==> config.mk <==
export PLATFORM = sky130hd
export DESIGN_NAME = interrupt_vector_shadow_map
export DESIGN_NICKNAME = d
export VERILOG_FILES = /design/src/ivsm_pkg.sv /design/src/interrupt_vector_shadow_map.sv /design/src/irq_flag_bank.sv /design/src/shadow_resolver.sv
export SDC_FILE = /design/constraint.sdc
export NUM_CORES = 2
export LEC_CHECK = 0
export BUFFER_PORTS_ARGS = -buffer_cell sky130_fd_sc_hd__buf_4
export CAP_MARGIN = 15
export CORE_UTILIZATION = 60
export DETAILED_ROUTE_END_ITERATION = 8
export PLACE_DENSITY = 0.78
export SKIP_LAST_GASP = 1
export SYNTH_ARGS = -nofsm -noshare
export SYNTH_HDL_FRONTEND = slang
export SYNTH_HIERARCHICAL = 1
export SYNTH_SLANG_ARGS = --single-unit
==> constraint.sdc <==
create_clock -name pclk -period 141.1 [get_ports pclk]
set_input_delay 21.165 -clock pclk [delete_from_list [all_inputs] [get_ports pclk]]
set_output_delay 21.165 -clock pclk [all_outputs]
set_load 0.005 [all_outputs]
==> src/ivsm_pkg.sv <==
// Constants shared by the interrupt vector and shadow map block.
// Assumes a 32-bit APB register bus and requests 96 to 159 on the sources.
package ivsm_pkg;

    ////////////////////////////////////////////////////////////////////////
    // Bus and register map
    localparam int DATA_W = 32;
    localparam int ADDR_W = 12;
    localparam logic [11:0] OFS_CONTROL = 12'h000;
    localparam logic [11:0] OFS_SHADOW = 12'h004;
    localparam logic [11:0] OFS_STATUS = 12'h008;
    localparam logic [11:0] OFS_MASK = 12'h00C;
    localparam logic [11:0] OFS_FLAG_FOUR = 12'h010;
    localparam logic [11:0] OFS_FLAG_FIVE = 12'h014;
    localparam logic [11:0] OFS_ENABLE_FOUR = 12'h018;
    localparam logic [11:0] OFS_ENABLE_FIVE = 12'h01C;
    localparam logic [11:0] OFS_PRIO_BASE = 12'h040;
    localparam int PRIO_REG_COUNT = 16;
    localparam int PRIO_FIRST_INDEX = 24;
    localparam logic [31:0] RESET_WORD = 32'h0000_0000;

    ////////////////////////////////////////////////////////////////////////
    // Control and shadow select fields
    localparam int MULTI_VECTOR_ENABLE_BIT = 12;
    localparam logic [31:0] CONTROL_WRITE_MASK = 32'h0000_1000;
    localparam logic [31:0] SHADOW_WRITE_MASK = 32'h0000_FFF1;
    localparam int FIELD_W = 4;
    localparam int L3_FIELD_LSB = 12;
    localparam int L2_FIELD_LSB = 8;
    localparam int L1_FIELD_LSB = 4;
    localparam int SS0_BIT = 0;
    localparam logic [2:0] SET_ZERO = 3'h0;

    ////////////////////////////////////////////////////////////////////////
    // Request numbering and priority byte layout
    localparam int REQ_BASE = 96;
    localparam int REQ_COUNT = 64;
    localparam int WORD_W = 32;
    localparam int PRIO_W = 3;
    localparam int SUB_W = 2;
    localparam int PRIO_LSB = 2;
    localparam int BYTE_W = 8;
    localparam logic [7:0] PRIO_BYTE_MASK = 8'h1F;
    localparam logic [2:0] LEVEL_OFF = 3'h0;
    localparam logic [63:0] PERSIST_MASK = 64'hFFFF_FFF3_FFFF_FFFF;
    localparam int REQ_BUS_PROTECT = 106;
    localparam int REQ_CRYPTO = 107;
    localparam int REQ_TWI1_COLLISION = 115;
    localparam int REQ_TWI1_TARGET = 116;
    localparam int REQ_TWI1_CONTROLLER = 117;
    localparam int REQ_PORTA_CHANGE = 118;
    localparam int REQ_PORTK_CHANGE = 127;
    localparam int REQ_PARPORT = 128;
    localparam int REQ_PARPORT_ERROR = 129;
    localparam int REQ_COMPARATOR1 = 130;
    localparam int REQ_COMPARATOR2 = 131;

    ////////////////////////////////////////////////////////////////////////
    // Block events
    localparam int EVENT_W = 2;
    localparam int EV_RESERVED_CODE = 0;
    localparam int EV_NEW_VECTOR = 1;

endpackage : ivsm_pkg

==> src/interrupt_vector_shadow_map.sv <==
// Interrupt request map, priority selection and shadow set choice.
// Assumes an APB master on pclk and on-chip sources on the same clock.
//
// The address map and the APB interface to the registers were decided locally.
`timescale 1ns/10ps
`default_nettype none

// Notes on behaviour
// RQ1 - Level 3 shadow field at bits 15:12; codes 0-7 pick set 0-7.
// RQ2 - Level 2 shadow field at bits 11:8; codes 0-7 pick set 0-7.
// RQ3 - Level 1 shadow field at bits 7:4; codes 0-7 pick set 0-7.
// RQ4 - A field code with top bit set is reserved and gives set 0.
// RQ5 - Single vector uses a shadow set only when bit 0 is one.
// RQ6 - Shadow select bits 3:1 always read as zero.
// RQ7 - Per-level fields are ignored while multi-vector enable is zero.
// RQ8 - Request n: flag/enable bit n mod 32; priority byte n mod 4.
// RQ9 - Requests 106, 107: bus protection and crypto, persistent.
// RQ10 - Requests 115-117: two-wire collision, target, controller, persistent.
// RQ11 - Requests 118-127: port change A to K without I, persistent.
// RQ12 - 128, 129 parallel port persistent; 130, 131 comparators follow source.
// RQ13 - Persistent flags hold until cleared; others follow their source.
module interrupt_vector_shadow_map
    import ivsm_pkg::*;
(
    input wire logic pclk,
    input wire logic presetn,
    input wire logic psel,
    input wire logic penable,
    input wire logic pwrite,
    input wire logic [ADDR_W-1:0] paddr,
    input wire logic [DATA_W-1:0] pwdata,
    input wire logic [3:0] pstrb,
    output logic [DATA_W-1:0] prdata,
    output logic pready,
    output logic pslverr,
    input wire logic [REQ_COUNT-1:0] source,
    output logic vector_valid,
    output logic [7:0] vector_number,
    output logic [2:0] vector_level,
    output logic [1:0] vector_sub,
    output logic [2:0] vector_shadow_set,
    output logic vector_uses_shadow,
    output logic irq
);

    ////////////////////////////////////////////////////////////////////////
    // Register state
    logic [31:0] interrupt_control_register;
    logic [31:0] priority_shadow_select;
    logic [EVENT_W-1:0] event_status;
    logic [EVENT_W-1:0] event_mask;
    logic [REQ_COUNT-1:0] enable;
    logic [31:0] prio_reg [PRIO_REG_COUNT];
    logic [REQ_COUNT-1:0] flag;
    logic [REQ_COUNT-1:0] flag_clear;
    logic multi_vector_enable;

    logic wr_en;
    logic rd_en;
    logic mapped;
    logic prio_hit;
    logic [3:0] prio_idx;
    logic [31:0] wmask;
    logic [31:0] rd_word;

    assign multi_vector_enable = interrupt_control_register[MULTI_VECTOR_ENABLE_BIT];

    // Byte enables widened to a bit mask
    function automatic logic [31:0] strobe_mask(input logic [3:0] s);
        logic [31:0] m;
        m = '0;
        for (int b = 0; b < 4; b++) begin
            m[b*BYTE_W +: BYTE_W] = {BYTE_W{s[b]}};
        end
        return m;
    endfunction : strobe_mask

    // Masked merge of write data into a register
    function automatic logic [31:0] merge(input logic [31:0] old,
        input logic [31:0] data, input logic [31:0] m);
        return (old & ~m) | (data & m);
    endfunction : merge

    ////////////////////////////////////////////////////////////////////////
    // APB decode; zero wait states
    assign wr_en = psel & penable & pwrite;
    assign rd_en = psel & penable & ~pwrite;
    assign wmask = strobe_mask(pstrb);
    assign prio_hit = (paddr >= OFS_PRIO_BASE) &&
        (paddr < OFS_PRIO_BASE + 12'(PRIO_REG_COUNT * 4)) &&
        (paddr[1:0] == 2'h0);
    assign prio_idx = 4'((paddr - OFS_PRIO_BASE) >> 2);
    assign pready = 1'b1;

    always_comb begin
        mapped = 1'b1;
        rd_word = RESET_WORD;
        case (paddr)
            OFS_CONTROL: rd_word = interrupt_control_register;
            OFS_SHADOW: rd_word = priority_shadow_select & SHADOW_WRITE_MASK; // RQ6
            OFS_STATUS: rd_word = 32'(event_status);
            OFS_MASK: rd_word = 32'(event_mask);
            OFS_FLAG_FOUR: rd_word = flag[0 +: WORD_W]; // RQ8
            OFS_FLAG_FIVE: rd_word = flag[WORD_W +: WORD_W]; // RQ8
            OFS_ENABLE_FOUR: rd_word = enable[0 +: WORD_W];
            OFS_ENABLE_FIVE: rd_word = enable[WORD_W +: WORD_W];
            default: begin
                if (prio_hit) begin
                    rd_word = prio_reg[prio_idx];
                end else begin
                    mapped = 1'b0;
                end
            end
        endcase
    end

    assign pslverr = psel & penable & ~mapped;

    // Read data held in a flop, loaded in the setup cycle
    always_ff @(posedge pclk or negedge presetn) begin
        if (!presetn) begin
            prdata <= RESET_WORD;
        end else if (psel && !penable && !pwrite) begin
            prdata <= rd_word;
        end
    end

    ////////////////////////////////////////////////////////////////////////
    // Control and shadow select registers
    always_ff @(posedge pclk or negedge presetn) begin
        if (!presetn) begin
            interrupt_control_register <= RESET_WORD;
            priority_shadow_select <= RESET_WORD;
        end else if (wr_en) begin
            if (paddr == OFS_CONTROL) begin
                interrupt_control_register <= merge(interrupt_control_register,
                    pwdata, wmask & CONTROL_WRITE_MASK);
            end
            if (paddr == OFS_SHADOW) begin
                priority_shadow_select <= merge(priority_shadow_select,
                    pwdata, wmask & SHADOW_WRITE_MASK); // RQ6
            end
        end
    end

    // Enable registers, bit n mod 32 of word n/32
    always_ff @(posedge pclk or negedge presetn) begin
        if (!presetn) begin
            enable <= '0;
        end else if (wr_en) begin
            if (paddr == OFS_ENABLE_FOUR) begin
                enable[0 +: WORD_W] <= merge(enable[0 +: WORD_W], pwdata,
                    wmask); // RQ8
            end
            if (paddr == OFS_ENABLE_FIVE) begin
                enable[WORD_W +: WORD_W] <= merge(enable[WORD_W +: WORD_W],
                    pwdata, wmask); // RQ8
            end
        end
    end

    // Priority registers, five live bits in each byte
    always_ff @(posedge pclk or negedge presetn) begin
        if (!presetn) begin
            for (int i = 0; i < PRIO_REG_COUNT; i++) begin
                prio_reg[i] <= RESET_WORD;
            end
        end else if (wr_en && prio_hit) begin
            prio_reg[prio_idx] <= merge(prio_reg[prio_idx], pwdata,
                wmask & {4{PRIO_BYTE_MASK}}); // RQ8
        end
    end

    // Write-one clear of flag words
    always_comb begin
        flag_clear = '0;
        if (wr_en && paddr == OFS_FLAG_FOUR) begin
            flag_clear[0 +: WORD_W] = pwdata & wmask;
        end
        if (wr_en && paddr == OFS_FLAG_FIVE) begin
            flag_clear[WORD_W +: WORD_W] = pwdata & wmask;
        end
    end

    ////////////////////////////////////////////////////////////////////////
    // Flags; comparators 130, 131 follow, all others persist
    irq_flag_bank #(
        .N(REQ_COUNT),
        .PERSIST(PERSIST_MASK) // RQ9 RQ10 RQ11 RQ12
    ) u_flags (
        .pclk(pclk),
        .presetn(presetn),
        .source(source),
        .clear(flag_clear),
        .flag(flag)
    );

    ////////////////////////////////////////////////////////////////////////
    // Priority selection across pending enabled requests
    function automatic logic [2:0] req_level(input int n);
        return prio_reg[n/4 - PRIO_FIRST_INDEX + REQ_BASE/4]
            [(n%4)*BYTE_W + PRIO_LSB +: PRIO_W]; // RQ8
    endfunction : req_level

    function automatic logic [1:0] req_sub(input int n);
        return prio_reg[n/4 - PRIO_FIRST_INDEX + REQ_BASE/4]
            [(n%4)*BYTE_W +: SUB_W]; // RQ8
    endfunction : req_sub

    logic next_valid;
    logic [7:0] next_number;
    logic [2:0] next_level;
    logic [1:0] next_sub;
    logic [2:0] next_set;
    logic next_uses;

    always_comb begin
        next_valid = 1'b0;
        next_number = '0;
        next_level = LEVEL_OFF;
        next_sub = '0;
        for (int i = 0; i < REQ_COUNT; i++) begin
            if (flag[i] && enable[i] && req_level(i) != LEVEL_OFF &&
                (!next_valid || req_level(i) > next_level ||
                (req_level(i) == next_level && req_sub(i) > next_sub))) begin
                next_valid = 1'b1;
                next_number = 8'(REQ_BASE + i);
                next_level = req_level(i);
                next_sub = req_sub(i);
            end
        end
    end

    shadow_resolver u_shadow (
        .shadow_word(priority_shadow_select),
        .multi_vector_enable(multi_vector_enable),
        .level(next_level),
        .shadow_set(next_set),
        .uses_shadow(next_uses)
    );

    // Vector towards the core; single vector mode presents number 0
    always_ff @(posedge pclk or negedge presetn) begin
        if (!presetn) begin
            vector_valid <= 1'b0;
            vector_number <= '0;
            vector_level <= LEVEL_OFF;
            vector_sub <= '0;
            vector_shadow_set <= SET_ZERO;
            vector_uses_shadow <= 1'b0;
        end else begin
            vector_valid <= next_valid;
            vector_number <= multi_vector_enable ? next_number : 8'h00;
            vector_level <= next_level;
            vector_sub <= next_sub;
            vector_shadow_set <= next_set; // RQ1 RQ2 RQ3 RQ4 RQ7
            vector_uses_shadow <= next_uses; // RQ5
        end
    end

    ////////////////////////////////////////////////////////////////////////
    // Block events, status, mask and interrupt line
    logic [EVENT_W-1:0] event_set;
    logic [EVENT_W-1:0] event_clear;

    always_comb begin
        event_set = '0;
        event_set[EV_RESERVED_CODE] = wr_en && paddr == OFS_SHADOW &&
            (pwdata[L3_FIELD_LSB+FIELD_W-1] || pwdata[L2_FIELD_LSB+FIELD_W-1]
            || pwdata[L1_FIELD_LSB+FIELD_W-1]);
        event_set[EV_NEW_VECTOR] = next_valid && (!vector_valid ||
            (multi_vector_enable ? next_number : 8'h00) != vector_number);
        event_clear = (wr_en && paddr == OFS_STATUS) ?
            pwdata[EVENT_W-1:0] : '0;
    end

    always_ff @(posedge pclk or negedge presetn) begin
        if (!presetn) begin
            event_status <= '0;
            event_mask <= '0;
        end else begin
            event_status <= event_set | (event_status & ~event_clear);
            if (wr_en && paddr == OFS_MASK) begin
                event_mask <= pwdata[EVENT_W-1:0];
            end
        end
    end

    assign irq = |(event_status & event_mask);
endmodule : interrupt_vector_shadow_map
`default_nettype wire

==> src/irq_flag_bank.sv <==
// Flag bits of one group of interrupt requests.
// Sources are on-chip logic on pclk; clears come as a write-one mask.
`timescale 1ns/10ps
`default_nettype none
module irq_flag_bank
    import ivsm_pkg::*;
#(
    parameter int N = REQ_COUNT,
    parameter logic [63:0] PERSIST = PERSIST_MASK
)(
    input wire logic pclk,
    input wire logic presetn,
    input wire logic [N-1:0] source,
    input wire logic [N-1:0] clear,
    output logic [N-1:0] flag
);

    // Refuse widths that the persistence mask cannot cover
    if (N < 1 || N > 64) begin : g_bad_width
        $error("irq_flag_bank: N out of range");
    end

    ////////////////////////////////////////////////////////////////////////
    // Sticky or following flags; a set beats a clear in the same cycle
    always_ff @(posedge pclk or negedge presetn) begin
        if (!presetn) begin
            flag <= '0;
        end else begin
            for (int i = 0; i < N; i++) begin
                if (PERSIST[i]) begin
                    flag[i] <= source[i] | (flag[i] & ~clear[i]); // RQ13
                end else begin
                    flag[i] <= source[i]; // RQ13
                end
            end
        end
    end
endmodule : irq_flag_bank
`default_nettype wire

==> src/shadow_resolver.sv <==
// Picks the shadow register set for a priority level.
// Pure combinational; the caller registers the results.
`timescale 1ns/10ps
`default_nettype none
module shadow_resolver
    import ivsm_pkg::*;
(
    input wire logic [31:0] shadow_word,
    input wire logic multi_vector_enable,
    input wire logic [2:0] level,
    output logic [2:0] shadow_set,
    output logic uses_shadow
);

    // Reserved code falls back to set 0
    function automatic logic [2:0] field_set(input logic [3:0] code);
        return code[FIELD_W-1] ? SET_ZERO : code[2:0]; // RQ4
    endfunction : field_set

    logic [3:0] level3_shadow_field;
    logic [3:0] level2_shadow_field;
    logic [3:0] level1_shadow_field;
    logic single_vector_shadow_bit;

    assign level3_shadow_field = shadow_word[L3_FIELD_LSB +: FIELD_W]; // RQ1
    assign level2_shadow_field = shadow_word[L2_FIELD_LSB +: FIELD_W]; // RQ2
    assign level1_shadow_field = shadow_word[L1_FIELD_LSB +: FIELD_W]; // RQ3
    assign single_vector_shadow_bit = shadow_word[SS0_BIT];

    ////////////////////////////////////////////////////////////////////////
    // Per-level fields only count in multi-vector mode
    always_comb begin
        shadow_set = SET_ZERO;
        uses_shadow = 1'b0;
        if (!multi_vector_enable) begin
            uses_shadow = single_vector_shadow_bit; // RQ5 RQ7
        end else begin
            case (level)
                3'h3: shadow_set = field_set(level3_shadow_field); // RQ1
                3'h2: shadow_set = field_set(level2_shadow_field); // RQ2
                3'h1: shadow_set = field_set(level1_shadow_field); // RQ3
                default: shadow_set = SET_ZERO;
            endcase
            uses_shadow = (shadow_set != SET_ZERO);
        end
    end

endmodule : shadow_resolver
`default_nettype wire

==> impl_results.md <==
- Final Worst Setup Slack: 21980 ps
- Fin crit period: 119120 ps
- # hold bufs at CTS: 0
- Die area: 0.0809 mm^2
- CTS Buf Count: 79
- Worst Path Required: 141610 ps
- Post-CTS Setup Inserts: 0
- Detail-routed via count per cell: 6.76
- DRT Wirelength: 166 mm
- CTS resizes: 0
- Later-pin clock latency in the skew report: 670 ps
- ANT nets after route: 0
- Max_slew headroom: 11.6%
- Pin count of the biggest net entering global routing: 167
- Most Frequent Cell on Critical Path: ha_1
- Arr. time, crit path: 119620 ps
- Crit-path max cell delay: 850 ps
- Layout area overhead: 9.22%
- Total track usage: 40.8%
- Overall die width: 285 um
- Max-slew violation count: 0
- Worst vdd ir: 0.00767 mV
- Outcome: finished clean
- CP endpoint kind: flop
- Leak: 23.0 nW
- Initial Util: 60.6%
- CP startpoint kind: flop
- RSZ-0062 raised after global routing: no
- Max clock buf depth: 3
- Comb pwr share: 5.4%
- Grt ovf: 0
- Fillers: 6209
- DRT iter0 DRCs: 5289
- IO Pins: 170
- Sw Pwr: 0.107 mW
- Reg2reg path depth: 522
- Ys Warns: 6
- Share of post-route cells with drive strength above 1: 17.0%
- Pwr/cell area: 8.55 mW/mm^2
- Layout Cells excl Fill: 6175
- Switch share: 24.0%
- Pre-CTS setup slack: 24430 ps
- # port buffers: 168
- Max cap viols: 0
- Worst min path class: reg2reg
- Row cnt: 103
- Average wire per standard cell: 26.8 um
- Syn_area_per_cell: 9.27 um^2
- Reg power frac: 45.9%
- HP Start: prio_reg[439]
- Slowest stage cell on the critical path: o31ai_1
- Fin nets: 5438
- Clock Skews: 36.0 ps
- Least-Margin Pin Slew: 1290 ps
- Clock network fraction of total power: 48.6%
- DRC viols: 0
- Final worst-path cycle share: 84.4%
- Setup Viol. Count Final: 0
- Int Pwr: 0.340 mW
- Final HPWL DP: 123 mm
- DRT Pass-1 Iters: 8
- Fmax: 8.40 MHz
- Min Hold Slack: 369 ps
- CTS tree: yes
- Hold path cells: 0
- Mapped cell area: 0.0479 mm^2
- Worst setup startpoint: prio_reg[484]
- First-pass GRT wire length: 249 mm
- Placed cells: 6022
- Vias in the first global route: 39600
- Root Driver: clkbuf_16
- Setup TNS: 0 ps
- Clock transition at the registers of the reported paths: 60 ps
- Vias: 41800
- Die Ht: 285 um
- Final hold vios: 0
- Reg2reg start: prio_reg[484]
- Critical path type: reg2reg
- H-tree Lvls: 3
- Critical path fanouts, max: 15
- Core area: 0.0790 mm^2
- GPL Wtd Cong: 1.02
- Syn nets: 5545
- Post-Synthesis Cells: 5168
- Initial antenna violation count: 11
- CTS Sinks: 707
## per-stage QoR
| step | instance area (um^2) | util (%) | power, mW |
|---|---|---|---|
| 3_3_place_gp | 49300 | 62.5 | 0.233 |
| 5_1_grt | 52300 | 66.2 | 0.458 |
| 2_1_floorplan | 47900 | - | 0.217 |
| 3_5_place_dp | 49300 | 62.5 | 0.233 |
| 4_1_cts | 52100 | 65.9 | 0.448 |
| 6_report | 52300 | 66.2 | 0.447 |
## power groups by stage
stage,registers (mW),logic [mW],clock network (mW)
final,0.206,0.0242,0.218
after global routing,0.206,0.0257,0.227
after CTS,0.205,0.0240,0.218
after detailed placement,0.209,0.0239,0
after global placement,0.209,0.0237,0
after floorplan,0.209,0.00837,0
## layout by cell type (no fill, tap or decap), types with 25 or more instances in the layout
cell type  count
mux4_2       190
inv_1        382
o21ai_0      478
nor2_1       295
mux2i_1       34
nand3_1       81
o211ai_1      25
a22oi_1       30
nor3_1        56
nor2b_1       51
a21oi_1      292
nand2_1      691
o21ai_1       28
dfrtp_1      707
and2_1       101
a211oi_1      40
nand2b_1      32
o311a_1       30
clkbuf_16     81
a31oi_1       55
mux2_2       188
and3_1        42
a21o_1        95
ha_1         260
buf_4        206
o311ai_0      45
## metal layers
layer  GRT usage [%]  routed length (um)
met5               0                  80
met2            59.4               70500
met1            55.6               64000
met3            11.2               21200
met4            21.0                9920
## critical path: cells and delay by family, from the launching register on
family                   cells  cell delay [ps]
AO/OA/AOI/OAI              225            55450
AND/OR/NAND/NOR            144            20870
multiplexers                57            20460
adder cells (fa/ha/maj)     66            19160
buffers and inverters       30             2500
flip-flops                   1              440
## layout make-up
cell class / instances / area, um^2 / share of cell area [%]
Clock buffer: 101 / 2180 / 4.17
Inverter: 382 / 1430 / 2.74
Clock inverter: 42 / 547 / 1.05
Sequential cell: 707 / 17700 / 33.8
Multi-Input combinational cell: 3672 / 27300 / 52.2
Antenna cell: 2 / 5.00 / 0.00957
Timing Repair Buffer: 219 / 1850 / 3.54
Tap cell: 1050 / 1310 / 2.51
## path summary, 6_finish.rpt
path	end	slack, ps
worst max-delay path	event_status[1]	21980
worst min-delay path	prio_reg[439]	370
worst max register to register	event_status[1]	21980
worst min register to register	prio_reg[439]	370
max in group asynchronous	prio_reg[439]	117140
min in group asynchronous	prio_reg[78]	20640
Power figures use the tool's default switching activity.
